[config.mk]
export PLATFORM = sky130hd
export DESIGN_NAME = csf_fetch
export DESIGN_NICKNAME = d
export VERILOG_FILES = /design/src/verilog/csf_tag_queue.v /design/src/verilog/csf_fetch.v
export VERILOG_INCLUDE_DIRS = /design/src /design/src/common
export SDC_FILE = /design/constraint.sdc
export NUM_CORES = 1
export LEC_CHECK = 0
export BUFFER_PORTS_ARGS = -buffer_cell sky130_fd_sc_hd__buf_2
export CAP_MARGIN = 10
export CORE_MARGIN = 1.5
export CORE_UTILIZATION = 33
export CTS_BUF_LIST = sky130_fd_sc_hd__clkbuf_4 sky130_fd_sc_hd__clkbuf_8
export CTS_CLUSTER_DIAMETER = 120
export DETAILED_ROUTE_END_ITERATION = 7
export PLACE_DENSITY_LB_ADDON = 0.25
export SYNTH_ARGS = -nofsm -noshare
export SYNTH_HDL_FRONTEND = slang
export SYNTH_SLANG_ARGS = --single-unit
[constraint.sdc]
create_clock -name clk -period 9.1 [get_ports clk]
set_input_delay 1.365 -clock clk [delete_from_list [all_inputs] [get_ports clk]]
set_output_delay 1.365 -clock clk [all_outputs]
set_load 0.03 [all_outputs]
[src/common/csf_regs.vh]
`ifndef CSF_REGS_VH
`define CSF_REGS_VH
// Address and data widths
`define CSF_AW 32
`define CSF_DW 32
// Beats per burst part
`define CSF_BURST_BEATS 4
// Opcode field position in an instruction word
`define CSF_OP_MSB 31
`define CSF_OP_LSB 26
// Opcode encodings
`define CSF_OP_JUMP 6'h01
`define CSF_OP_NEXT 6'h02
`define CSF_OP_MAXLEGAL 6'h20
// Reset value of status flags
`define CSF_FLAG_RST 1'h0
`endif

[src/verilog/csf_tag_queue.v]
`include "csf_regs.vh"
// Command queue with per-entry valid tags
module csf_tag_queue #(
	parameter DEPTH = 8,
	parameter IW = 3
) (
	// Clock and reset
	input wire clk,
	input wire rst_n,
	// Fill side
	input wire wr_valid,
	output wire wr_ready,
	input wire [`CSF_DW-1:0] wr_data,
	// Drain side
	output wire rd_valid,
	input wire rd_ready,
	output reg [`CSF_DW-1:0] rd_data,
	// Invalidate all tags
	input wire flush
);
	// Storage and tags
	reg [`CSF_DW-1:0] mem_r [0:DEPTH-1];
	reg [DEPTH-1:0] tag_r;
	reg [IW-1:0] wp_r;
	reg [IW-1:0] rp_r;
	reg [IW:0] cnt_r;
	wire do_wr;
	wire do_rd;
	assign wr_ready = (cnt_r != DEPTH[IW:0]);
	assign rd_valid = (cnt_r != {(IW+1){1'b0}}) && tag_r[rp_r];
	assign do_wr = wr_valid && wr_ready && !flush;
	assign do_rd = rd_valid && rd_ready && !flush;
	// Head data
	always @* begin
		rd_data = mem_r[rp_r];
	end
	// Pointers, tags and storage
	always @(posedge clk) begin
		if (!rst_n) begin
			tag_r <= {DEPTH{1'b0}};
			wp_r <= {IW{1'b0}};
			rp_r <= {IW{1'b0}};
			cnt_r <= {(IW+1){1'b0}};
		end else if (flush) begin
			// Kill every queued entry
			tag_r <= {DEPTH{1'b0}};
			wp_r <= {IW{1'b0}};
			rp_r <= {IW{1'b0}};
			cnt_r <= {(IW+1){1'b0}};
		end else begin
			if (do_wr) begin
				mem_r[wp_r] <= wr_data;
				tag_r[wp_r] <= 1'b1;
				wp_r <= wp_r + 1'b1;
			end
			if (do_rd) begin
				tag_r[rp_r] <= 1'b0;
				rp_r <= rp_r + 1'b1;
			end
			if (do_wr && !do_rd)
				cnt_r <= cnt_r + 1'b1;
			else if (do_rd && !do_wr)
				cnt_r <= cnt_r - 1'b1;
		end
	end
endmodule

[src/verilog/csf_fetch.v]
`include "csf_regs.vh"
// Contract
// Fetch command list into command queue
// Higher master: finish part one, hold two
// After competitor done, issue held part
// Jump/next invalidates all queued tags
// Protected/unmapped fetch sets bus error flag
// Ordinary fetch raises no error flag
// Illegal encoding sets illegal opcode flag
// Software trusts fetch error only with opcode
// Resume with jump keeps address intact
module csf_fetch #(
	parameter DEPTH = 8,
	parameter IW = 3
) (
	// Clock and reset
	input wire clk,
	input wire rst_n,
	// Sequence control
	input wire start,
	input wire [`CSF_AW-1:0] start_addr,
	output wire busy,
	// Bus master side
	output reg bus_req,
	input wire bus_gnt,
	output reg [`CSF_AW-1:0] bus_addr,
	input wire bus_rvalid,
	input wire [`CSF_DW-1:0] bus_rdata,
	input wire bus_rerr,
	input wire bus_last,
	input wire hp_req,
	// Sequencer side
	output wire instr_valid,
	input wire instr_ready,
	output wire [`CSF_DW-1:0] instr_data,
	// Status flags
	output reg bus_fetch_err_flag,
	input wire bus_fetch_err_clr,
	output reg illegal_opcode_flag,
	input wire illegal_opcode_clr
);
	// One-hot states
	localparam [4:0] S_IDLE = 5'h01;
	localparam [4:0] S_P1 = 5'h02;
	localparam [4:0] S_HOLD = 5'h04;
	localparam [4:0] S_P2 = 5'h08;
	localparam [4:0] S_WAIT = 5'h10;
	localparam [`CSF_AW-1:0] PART_BYTES = `CSF_BURST_BEATS * 4;
	// Opcode field
	function [5:0] op_of;
		input [`CSF_DW-1:0] w;
		begin
			op_of = w[`CSF_OP_MSB:`CSF_OP_LSB];
		end
	endfunction
	// Registered state
	reg [4:0] st_r;
	reg [4:0] st_nxt;
	reg [`CSF_AW-1:0] held_addr_r;
	reg hp_seen_r;
	// Beats of a part issued before a flow change are thrown away
	reg drop_r;
	reg drop_nxt;
	// Copy of the queue fill level, used to reserve room for two parts
	reg [IW:0] occ_r;
	reg [IW:0] occ_nxt;
	wire q_ready;
	wire flow_change;
	wire [`CSF_AW-1:0] tgt;
	// Beat that is written into the queue
	wire beat_ok;
	// A part is streaming, or the bus grants one at this edge
	wire in_flight;
	// Queue has room for a whole two-part fetch next cycle
	wire room_nxt;
	assign busy = !st_r[0];
	assign tgt = {instr_data[25:0], 6'h00};
	// jump or next taken by sequencer
	assign flow_change = instr_valid && instr_ready &&
		((op_of(instr_data) == `CSF_OP_JUMP) || (op_of(instr_data) == `CSF_OP_NEXT));
	// Stale beats never reach the queue
	assign beat_ok = bus_rvalid && !bus_rerr && !st_r[0] && !drop_r;
	// Grant comes while requesting and no higher master wants the bus
	assign in_flight = (bus_gnt && !bus_last) || (bus_req && !hp_req && !bus_gnt);
	// Both parts must fit, otherwise beats would be lost
	assign room_nxt = (occ_nxt + 2 * `CSF_BURST_BEATS <= DEPTH);
	// Discard state and fill level
	always @* begin
		drop_nxt = drop_r;
		occ_nxt = occ_r;
		// part already launched from the old address is dropped
		if (flow_change && !st_r[0]) begin
			drop_nxt = in_flight;
		end else if (bus_rvalid && bus_last) begin
			// Stale part has ended
			drop_nxt = 1'b0;
		end
		if (flow_change) begin
			// Queue flushed
			occ_nxt = {(IW+1){1'b0}};
		end else if (beat_ok && q_ready && !(instr_valid && instr_ready)) begin
			// Write only
			occ_nxt = occ_r + 1'b1;
		end else if (!(beat_ok && q_ready) && instr_valid && instr_ready) begin
			// Read only
			occ_nxt = occ_r - 1'b1;
		end
	end
	// queue of fetched words
	csf_tag_queue #(.DEPTH(DEPTH), .IW(IW)) u_q (
		.clk(clk),
		.rst_n(rst_n),
		.wr_valid(beat_ok),
		.wr_ready(q_ready),
		.wr_data(bus_rdata),
		.rd_valid(instr_valid),
		.rd_ready(instr_ready),
		.rd_data(instr_data),
		.flush(flow_change)
	);
	// Next state
	always @* begin
		st_nxt = st_r;
		case (st_r)
			S_IDLE: if (start) st_nxt = S_WAIT;
			// Grant only follows a request made with room reserved
			S_WAIT: if (bus_gnt && !drop_r) st_nxt = S_P1;
			// part one completes unless a jump or next is taken
			S_P1: if (bus_rvalid && bus_last) st_nxt = (hp_seen_r || hp_req) ? S_HOLD : S_P2;
			// resume once competitor is gone
			S_HOLD: if (bus_gnt) st_nxt = S_P2;
			S_P2: if (bus_rvalid && bus_last) st_nxt = S_WAIT;
			default: st_nxt = S_IDLE;
		endcase
		// restart a fresh two-part fetch from the target
		if (flow_change && !st_r[0]) begin
			st_nxt = S_WAIT;
		end
	end
	// Sequencing, address and flags
	always @(posedge clk) begin
		if (!rst_n) begin
			st_r <= S_IDLE;
			bus_req <= 1'b0;
			bus_addr <= {`CSF_AW{1'b0}};
			held_addr_r <= {`CSF_AW{1'b0}};
			hp_seen_r <= 1'b0;
			drop_r <= 1'b0;
			occ_r <= {(IW+1){1'b0}};
			bus_fetch_err_flag <= `CSF_FLAG_RST;
			illegal_opcode_flag <= `CSF_FLAG_RST;
		end else begin
			st_r <= st_nxt;
			drop_r <= drop_nxt;
			occ_r <= occ_nxt;
			// request kept up in hold so the bus can hand back
			bus_req <= st_nxt[1] | st_nxt[2] | st_nxt[3] | (st_nxt[4] && !drop_nxt && room_nxt);
			hp_seen_r <= st_r[1] ? (hp_seen_r | hp_req) : 1'b0;
			if (st_r[0] && start) begin
				bus_addr <= start_addr;
			end else if (flow_change) begin
				// new target replaces both live and held address
				bus_addr <= tgt;
				held_addr_r <= tgt;
			end else if (st_r[1] && st_nxt[2]) begin
				// store pending second part, also shown on the bus
				held_addr_r <= bus_addr + PART_BYTES;
				bus_addr <= bus_addr + PART_BYTES;
			end else if (st_r[2] && st_nxt[3]) begin
				// held address restored unchanged
				bus_addr <= held_addr_r;
			end else if ((st_r[1] || st_r[3]) && bus_rvalid && bus_last) begin
				bus_addr <= bus_addr + PART_BYTES;
			end
			// error only on bus error reply; none otherwise
			if (bus_rvalid && bus_rerr && !st_r[0])
				bus_fetch_err_flag <= 1'b1;
			else if (bus_fetch_err_clr)
				bus_fetch_err_flag <= 1'b0;
			// illegal opcode at queue head, separate flag
			if (instr_valid && instr_ready && op_of(instr_data) > `CSF_OP_MAXLEGAL)
				illegal_opcode_flag <= 1'b1;
			else if (illegal_opcode_clr)
				illegal_opcode_flag <= 1'b0;
		end
	end
endmodule

==> impl_results.md, run 1 <==
- Die ar.: 0.0480 mm²
- Total GRT Usage: 0.166
- Area fraction of the dominant cell type after synthesis: 0.499
- Slew HR: 0.221
- R2R setup slack: 4.04 ns
- Initial antenna violation count: 2
- DR WL/cell: 20.6 µm
- DR iter-0 viols: 888
- Critical path capture point type: flip-flop
- Final Hold Viols: 0
- Detail-routed via count per cell: 5.20
- Slew Limit Fails: 0
- Via count: 10103
- Drt drc: 0
- Worst-Skew Late Latency: 0.63 ns
- Unrepaired setup endpoints after global routing: false
- Achievable frequency: 198 MHz
- Synth Instances: 1153
- Synth Flop Type: edfxtp_1
- Final GP Congestion: 0.766
- I/O Pins: 144
- Starting density of the core: 0.337
- Async set-reset flop share out of synthesis: 0
- Most common cell after layout, fill and taps aside: edfxtp_1
- Storage element area: 0.00968 mm²
- Hold buffer count at cts: 0
- Largest net degree at the start of global routing: 61
- Area Overhead vs Synth: 15.8%
- Period minus WS final: 5.06 ns
- Area of the multi-input gates: 0.00533 mm²
- CTS tree: done
- Synth Net Count: 1236
- Hold Crit Class: flip-flop to flip-flop
- Reg clk slew, reported paths: 0.06 ns
- Final setup viols: 0
- Max Clock Skew: 0.0432 ns
- Grt total ovfl: 0
- Largest area contributor in the synthesized netlist: edfxtp_1
- Fillcell total: 4408
- HPWL Detailed: 25300 µm
- Die X: 219 µm
- Commonest non-fill, non-tap cells in the layout: 256 x edfxtp_1, 143 x buf_2, 102 x nor2_1
- Leak pwr: 6.14 nW
- CP required: 9.31 ns
- Vias in the first global route: 10007
- Status: finished clean
- Clock Tree Root: clkbuf_8
- Die height: 219 µm
- Crit-path max FO: 58
- Final hold slack: 0.451 ns
- DR pass1 iterations: 5
- Syn avg cell area: 13.4 µm²
- Synthesis-stage register bit count: 355
- Post-CTS Resized: 0
- Htree depth: 2
- Cell Pwr Density: 184 mW/mm²
- TNS Setup: 0 ns
- Post-DRT Antenna Nets: 0
- Main area contributors after synthesis: edfxtp_1 50%, dfxtp_1 13%, mux4_2 8.9%
- IR drop worst, VDD: 103 µV
- Kind of critical path: flip-flop to flip-flop
- Mapped Area: 0.0154 mm²
- YS warnings: 0
- Core Region: 0.0457 mm²
- Maximum clock path buffer count: 3
- Setup Buffers After CTS: 0
- Clock Sink Count: 355
- CP arrival: 5.27 ns
- # port buffers: 143
- EDFF count, synth: 256
- Num rows: 78
- Worst-Margin Slew: 1.17 ns
- CP Launch Type: flip-flop
- Nets@finish: 1380
- Max-cap violations: 0
- Period utilization: 0.556
- Global-route wire length before repair: 60400 µm
- TritonCTS buffer count: 58
- Sequential-to-total area share from yosys stat: 0.628
- Layout cells sized above 1: 0.259
- Yosys cell types: 63
- Total wire length: 40000 µm
[synth_stat cells, drive strengths merged, types with 4 or more instances]
| master | instances |
|---|---|
| edfxtp | 256 |
| nor2 | 112 |
| dfxtp | 99 |
| nand2 | 80 |
| mux4 | 65 |
| clkbuf | 52 |
| a21oi | 51 |
| o21ai | 50 |
| inv | 39 |
| nor3 | 38 |
| o211ai | 34 |
| a211oi | 29 |
| xnor2 | 29 |
| nand3 | 28 |
| mux2i | 26 |
| buf | 23 |
| mux2 | 18 |
| and2 | 11 |
| nor4 | 10 |
| nand4 | 9 |
| a22o | 7 |
| ha | 7 |
| xor2 | 7 |
| a2bb2oi | 6 |
| and3 | 6 |
| nand2b | 5 |
| o211a | 5 |
| o32ai | 5 |
| or4 | 5 |
| a31oi | 4 |
[metrics by stage]
step	util	cell area [µm²]	total power [mW]	std cells	setup slack, ns
after detailed placement	0.366	16700	1.99	1837	3.89
after floorplan	-	15400	1.91	1153	4.50
after global routing	0.391	17800	3.41	1942	3.63
after global placement	0.366	16700	1.98	1837	4.01
final	0.391	17800	3.28	1943	4.04
after CTS	0.391	17800	3.32	1942	3.89
[report_power, final]
| part | leakage [nW] | internal [mW] | switching [mW] | total, mW |
|---|---|---|---|---|
| sequential | 3.11 | 1.75 | 0.0225 | 1.77 |
| clock | 0.581 | 0.698 | 0.630 | 1.33 |
| combinational | 2.46 | 0.0627 | 0.120 | 0.183 |
| total | 6.14 | 2.51 | 0.773 | 3.28 |
[cell type report]
type / instances / area share
sequential: 355 / 0.542
multi-input combinational: 684 / 0.299
clock buffer: 83 / 0.0553
timing repair buffer: 159 / 0.0469
tap: 600 / 0.0421
inverter: 39 / 0.00821
clock inverter: 22 / 0.00638
antenna: 1 / 0.000140
[critical path, cell delays in order (launching register included)]
cell and delay (ns):
dfxtp_4 0.86, buf_4 0.59, mux4_2 0.57, mux2i_1 0.36, xnor2_1 0.30, nor3_4 0.04
buf_4 0.34, or4_1 0.64, nor2_4 0.86
[final timing paths]
check / start / endpoint / cells after the start
worst min-delay path: held_addr_r[28]$_SDFFE_PN0P_ / held_addr_r[28]$_SDFFE_PN0P_ / 2
worst max register to register: flip-flop / u_q.mem_r[0][8]$_DFFE_PP_ / 8
worst min register to register: held_addr_r[28]$_SDFFE_PN0P_ / held_addr_r[28]$_SDFFE_PN0P_ / 2
worst max-delay path: flip-flop / u_q.mem_r[0][8]$_DFFE_PP_ / 8
[flip-flops by register name (all words and copies together), names as in the netlist, named ones only]
signal               flops
hp_seen_r                1
u_q.cnt_r                4
bus_req                  1
u_q.wp_r                 3
u_q.tag_r                8
held_addr_r             32
u_q.mem_r              256
bus_addr                32
occ_r                    4
st_r                     5
drop_r                   1
illegal_opcode_flag      1
bus_fetch_err_flag       1
u_q.rp_r                 3
[layer usage]
metal | GRT usage | share of wire | routed length [µm]
met1 | 0.232 | 0.46 | 18500
met2 | 0.270 | 0.47 | 18900
met3 | 0.0292 | 0.052 | 2080
met4 | 0.0370 | 0.012 | 481
met5 | 0 | 0 | 0
[logic make-up (layout without fill, tap and decap cells)]
family	count (synthesis)	after routing	synth area share
AOI/OAI and AO/OA	213	213	0.0917
muxes	109	109	0.126
adders and majority gates	8	8	0.00699
xor gates and xnor gates	36	36	0.0205
and+or+nand+nor	318	318	0.0957
other	0	1	0
DFF	355	355	0.628
buffers and inverters	114	303	0.0311
Note: power is estimated with default switching activity, not from simulation.
==> inputs of run 2 (changes only) <==
ABC_AREA = 1   (was not set)
clock period = 4.6 ns   (was 9.1 ns; I/O delays follow)
==> run 2 against run 1 <==
- cell count is 34% higher
- hold slack worse by 0.16 ns
- critical path depth decreased by 1
- synthesized area grew 5.4%
- die area is 5.3% higher
- non-clock buffer count rose by 14
- sequential power up 100%
- via count increased by 27%
- combinational power rose to 3.1 times the previous value
- flip-flop and latch count stayed put
==> impl_results.md, run 2 <==
- Status: finished clean
- R2R Path End: bus_addr[12]$_SDFFE_PN0P_
- Reg clk slew, reported paths: 0.06 ns
- Hold buffer count at cts: 0
- DR iter-0 viols: 915
- Syn avg cell area: 9.27 µm²
- Synth Net Count: 1834
- Crit-path max FO: 70
- Area fraction of the dominant cell type after synthesis: 0.474
- Global-route wire length before repair: 70800 µm
- # port buffers: 143
- WHS Path Cells: 4
- Synth Instances: 1751
- DR WL/cell: 17.7 µm
- Mapped Area: 0.0162 mm²
- Sequential-to-total area share from yosys stat: 0.596
- Worst R2R Path Depth: 17
- Main area contributors after synthesis: edfxtp_1 47%, dfxtp_1 12%, nor2_1 6.4%
- Crit-path cells: inv_2, buf_4, o21ai_0, o22ai_1, nor2_1, a31oi_1, buf_2
- Worst-Skew Late Latency: 0.66 ns
- CP Launch Type: flip-flop
- Htree depth: 2
- Grt total ovfl: 0
- Detail-routed via count per cell: 4.92
- Via count: 12796
- Total wire length: 46200 µm
- Hold Crit Class: primary input to flip-flop
- Cell Pwr Density: 371 mW/mm²
- TNS Setup: 0 ns
- Slew Limit Fails: 0
- Largest area contributor in the synthesized netlist: edfxtp_1
- Achievable frequency: 242 MHz
- IR drop worst, VDD: 183 µV
- Hold path start: illegal_opcode_clr
- YS warnings: 0
- Die X: 225 µm
- Clock Tree Root: clkbuf_8
- Layout cells sized above 1: 0.172
- Worst-Margin Slew: 0.957 ns
- Largest net degree at the start of global routing: 71
- Buf+Inv Stages, Crit Path: 3
- Core Region: 0.0487 mm²
- Max-cap violations: 0
- Delay of the slowest critical-path stage: 0.65 ns
- Vias in the first global route: 12218
- Synth cell count leaders: 278 x nor2_1, 259 x nand2_1, 256 x edfxtp_1, 153 x inv_1, 136 x o21ai_0
- Die height: 225 µm
- Final Hold Viols: 0
- Total GRT Usage: 0.182
- Maximum clock path buffer count: 3
- Period utilization: 0.897
- Period minus WS final: 4.13 ns
- Max FFs per register: 256
- Final GP Congestion: 0.863
- Starting density of the core: 0.333
- Nets@finish: 1972
- Largest reg by FF count: u_q.mem_r
- Unrepaired setup endpoints after global routing: false
- Die ar.: 0.0505 mm²
- CTS tree: done
- Total Power: 7.00 mW
- Post-DRT Antenna Nets: 0
- Slew HR: 0.358
- Clock Sink Count: 355
- Max Clock Skew: 0.0282 ns
- CP arrival: 3.44 ns
- TritonCTS buffer count: 61
- Yosys cell types: 45
- Post-CTS Resized: 0
- HPWL Detailed: 29700 µm
- Synth Flop Type: edfxtp_1
- Setup Buffers After CTS: 0
- EDFF count, synth: 256
- Async set-reset flop share out of synthesis: 0
- DR pass1 iterations: 5
- R2R setup slack: 1.14 ns
- Final hold slack: 0.294 ns
- Drt drc: 0
- Kind of critical path: flip-flop to output pin
- I/O Pins: 144
- Num rows: 81
- Synthesis-stage register bit count: 355
- Commonest non-fill, non-tap cells in the layout: 277 x nor2_1, 259 x nand2_1, 256 x edfxtp_1
- Count leader, synth: nor2_1
- CP required: 3.91 ns
- CP max-delay cell: a31oi_1
- Largest delay share family, worst path: buffers and inverters
- Critical path capture point type: output pin
- Top Registers: u_q.mem_r (256), bus_addr (32), held_addr_r (32)
- Leak pwr: 7.39 nW
- Most common cell after layout, fill and taps aside: nor2_1
- Worst hold endpoint: illegal_opcode_flag$_SDFFE_PN0P_
- Final setup viols: 0
- Initial antenna violation count: 4
- Area Overhead vs Synth: 16.3%
==> run 2: area by class of cell <==
class,count,area [µm²]
Fill cell,4860,29900
Sequential cell,355,9670
Multi-Input combinational cell,1136,5550
Clock buffer,87,1070
Timing Repair Buffer,173,953
Tap cell,664,831
Inverter,162,608
Clock inverter,25,173
Antenna cell,1,2.50
==> run 2: cell families after synthesis <==
kind of cell             count (synthesis)  synth area share
adder cells (fa/ha/maj)                  8           0.00663
buffers and inverters                  260            0.0643
AO/OA/AOI/OAI                          354             0.119
AND/OR/NAND/NOR                        748             0.200
XOR/XNOR                                26            0.0140
flip-flops                             355             0.596
==> run 2: how the worst max path moves through the flow <==
stage / from / to / slack, ns / depth (start not counted)
after global placement: flip-flop / instr_data[20] / 1.19 / 7
after CTS: flip-flop / instr_data[20] / 0.41 / 7
after global routing: flip-flop / instr_data[20] / 0.23 / 7
final: flip-flop / instr_data[20] / 0.47 / 7
after floorplan: flip-flop / u_q.mem_r[0][0]$_DFFE_PP_ / 0.01 / 16
after detailed placement: flip-flop / bus_addr[12]$_SDFFE_PN0P_ / 1.15 / 17
==> run 2: metrics by stage <==
stage / utilization / std cells / worst slack (ns) / instance area, µm²
2_1_floorplan: - / 1751 / 0.0101 / 16200
4_1_cts: 0.387 / 2602 / 0.408 / 18900
5_1_grt: 0.387 / 2603 / 0.232 / 18900
3_3_place_gp: 0.361 / 2490 / 1.19 / 17600
3_5_place_dp: 0.361 / 2490 / 1.15 / 17600
6_report: 0.387 / 2603 / 0.472 / 18900
==> run 2: power by group <==
part / leakage (nW) / switching, mW / internal [mW]
Clock: 0.658 / 1.30 / 1.60
Combinational: 3.62 / 0.395 / 0.175
Sequential: 3.11 / 0.0684 / 3.47
==> run 2: worst reg2reg max path: stages (launching register included) <==
cell and delay [ns]:
dfxtp_4 0.45, buf_4 0.48, nand2_1 0.12, nand3_1 0.10, nand3_1 0.07, nand2_1 0.15, nand2_1 0.11, nor2_2 0.20
nand2_2 0.12, nor2_4 0.10, inv_2 0.04, buf_4 0.26, nand2_2 0.16, nor2_1 0.06, nand2_2 0.36, buf_4 0.37
o21ai_1 0.11, a21oi_1 0.14
==> run 2: per-layer routing <==
layer  track usage  part of all wire
met1         0.252              0.46
met2         0.288              0.45
met3        0.0323             0.059
met4        0.0600             0.023
met5             0           0.00065
==> inputs of run 3 (changes only) <==
CORE_ASPECT_RATIO = 0.75   (was not set)
==> run 3 against run 2 <==
- clock power shrank 11%
- clock-buffer cell count down 11
- non-clock buffer count grew 3
- combinational power shrank 2%
- wire length is essentially flat
- register-to-register slack about the same
- fmax rose by 2.6%
- worst setup slack improved by 0.10 ns
- largest power group unchanged
==> impl_results.md, run 3 (synthesis results as in run 2) <==
- Achievable frequency: 248 MHz
- Total GRT Usage: 0.180
- DR iter-0 viols: 929
- I/O Pins: 144
- CP arrival: 3.33 ns
- Worst hold endpoint: bus_fetch_err_flag$_SDFFE_PN0P_
- TNS Setup: 0 ns
- Max Clock Skew: 0.0228 ns
- Global-route wire length before repair: 71000 µm
- Grt total ovfl: 0
- Kind of critical path: flip-flop to output pin
- Num rows: 70
- Worst-Skew Late Latency: 0.62 ns
- Clock Sink Count: 355
- Clock Tree Root: clkbuf_8
- Total Power: 6.68 mW
- Post-DRT Antenna Nets: 0
- Period utilization: 0.875
- Part of the power in registers: 0.529
- Worst R2R Path Depth: 18
- DR pass1 iterations: 5
- CTS tree: done
- Net Sw Frac: 0.251
- Largest reg by FF count: u_q.mem_r
- Core Region: 0.0486 mm²
- Die X: 259 µm
- IR drop worst, VDD: 207 µV
- Nets@finish: 1969
- Max-cap violations: 0
- Period minus WS final: 4.02 ns
- Reg clk slew, reported paths: 0.06 ns
- Leak pwr: 7.31 nW
- Pint: 5.00 mW
- Cell Pwr Density: 357 mW/mm²
- Detail-routed via count per cell: 4.95
- DR WL/cell: 17.9 µm
- HPWL Detailed: 29700 µm
- CP Launch Type: flip-flop
- WHS Path Cells: 4
- Final hold slack: 0.338 ns
- Total wire length: 46200 µm
- Max FFs per register: 256
- Commonest non-fill, non-tap cells in the layout: 277 x nor2_1, 259 x nand2_1, 256 x edfxtp_1
- Maximum clock path buffer count: 3
- Final Hold Viols: 0
- Final core occ: 0.384
- Largest net degree at the start of global routing: 131
- Slew HR: 0.312
- Hold buffer count at cts: 0
- Die ar.: 0.0505 mm²
- Clock Power Share: 0.387
- R2R setup slack: 1.14 ns
- Final GP Congestion: 0.955
- Most common cell after layout, fill and taps aside: nor2_1
- Hold path start: bus_fetch_err_clr
- Initial antenna violation count: 3
- Starting density of the core: 0.334
- Via count: 12747
- Unrepaired setup endpoints after global routing: false
- Htree depth: 2
- Worst-Margin Slew: 1.03 ns
- Critical path capture point type: output pin
- Die height: 195 µm
- Crit-path max FO: 104
- Top Registers: u_q.mem_r (256), bus_addr (32), held_addr_r (32)
- Switch Pwr: 1.68 mW
- Area Overhead vs Synth: 15.2%
- # port buffers: 143
- Setup Buffers After CTS: 0
- Final setup viols: 0
- R2R Path End: held_addr_r[14]$_SDFFE_PN0P_
- Gate power share: 0.083
- Hold Crit Class: primary input to flip-flop
- CP required: 3.91 ns
- Layout cells sized above 1: 0.166
- Slew Limit Fails: 0
- Post-CTS Resized: 0
- Drt drc: 0
- Status: finished clean
- Vias in the first global route: 12157
- TritonCTS buffer count: 55
## run 3: final cells by class
cell class                 instances  area [µm²]
clock inverter                    21         129
timing repair buffer             176         976
clock buffer                      76         927
multi-input combinational       1136        5550
antenna                            1        2.50
tap                              648         811
sequential                       355        9670
fill                            4868       29900
inverter                         162         609
## run 3: worst max path at each step
stage	slack, ns	startpoint	to	depth (start not counted)
floorplan	0.01	flip-flop	u_q.mem_r[0][0]$_DFFE_PP_	16
global placement	1.21	flip-flop	instr_data[6]	7
detailed placement	1.11	flip-flop	held_addr_r[14]$_SDFFE_PN0P_	18
global route	0.38	flip-flop	instr_data[12]	7
CTS	0.51	flip-flop	instr_data[12]	7
finish	0.58	flip-flop	instr_data[17]	7
## run 3: per-stage QoR
| stage | std cells | cell area [µm²] | worst slack, ns |
|---|---|---|---|
| after floorplan | 1751 | 16200 | 0.0101 |
| after global placement | 2477 | 17600 | 1.21 |
| after detailed placement | 2477 | 17600 | 1.11 |
| after CTS | 2574 | 18700 | 0.510 |
| after global routing | 2575 | 18700 | 0.375 |
| final | 2575 | 18700 | 0.575 |
## run 3: power groups by stage
stage	Sequential [mW]	Clock, mW	Combinational, mW
CTS	3.53	2.67	0.561
detailed placement	3.60	0	0.559
finish	3.53	2.59	0.557
global placement	3.60	0	0.554
global route	3.54	2.79	0.622
floorplan	3.64	0	0.304
## run 3: worst max-delay path, cell delays in order (launching register included)
cell and delay [ns]:
dfxtp_4 0.35, clkinv_2 0.23, buf_4 0.83, o21ai_0 0.22, o22ai_1 0.16, nor2_1 0.06
a31oi_1 0.53, buf_2 0.32
## run 3: routing by layer
layer / global-route usage / vias to the layer above / part of all wire
li1: - / 6250 / -
met1: 0.263 / 6060 / 0.48
met2: 0.271 / 355 / 0.44
met3: 0.0341 / 78 / 0.056
met4: 0.0502 / 4 / 0.021
met5: 0 / - / 0.00050
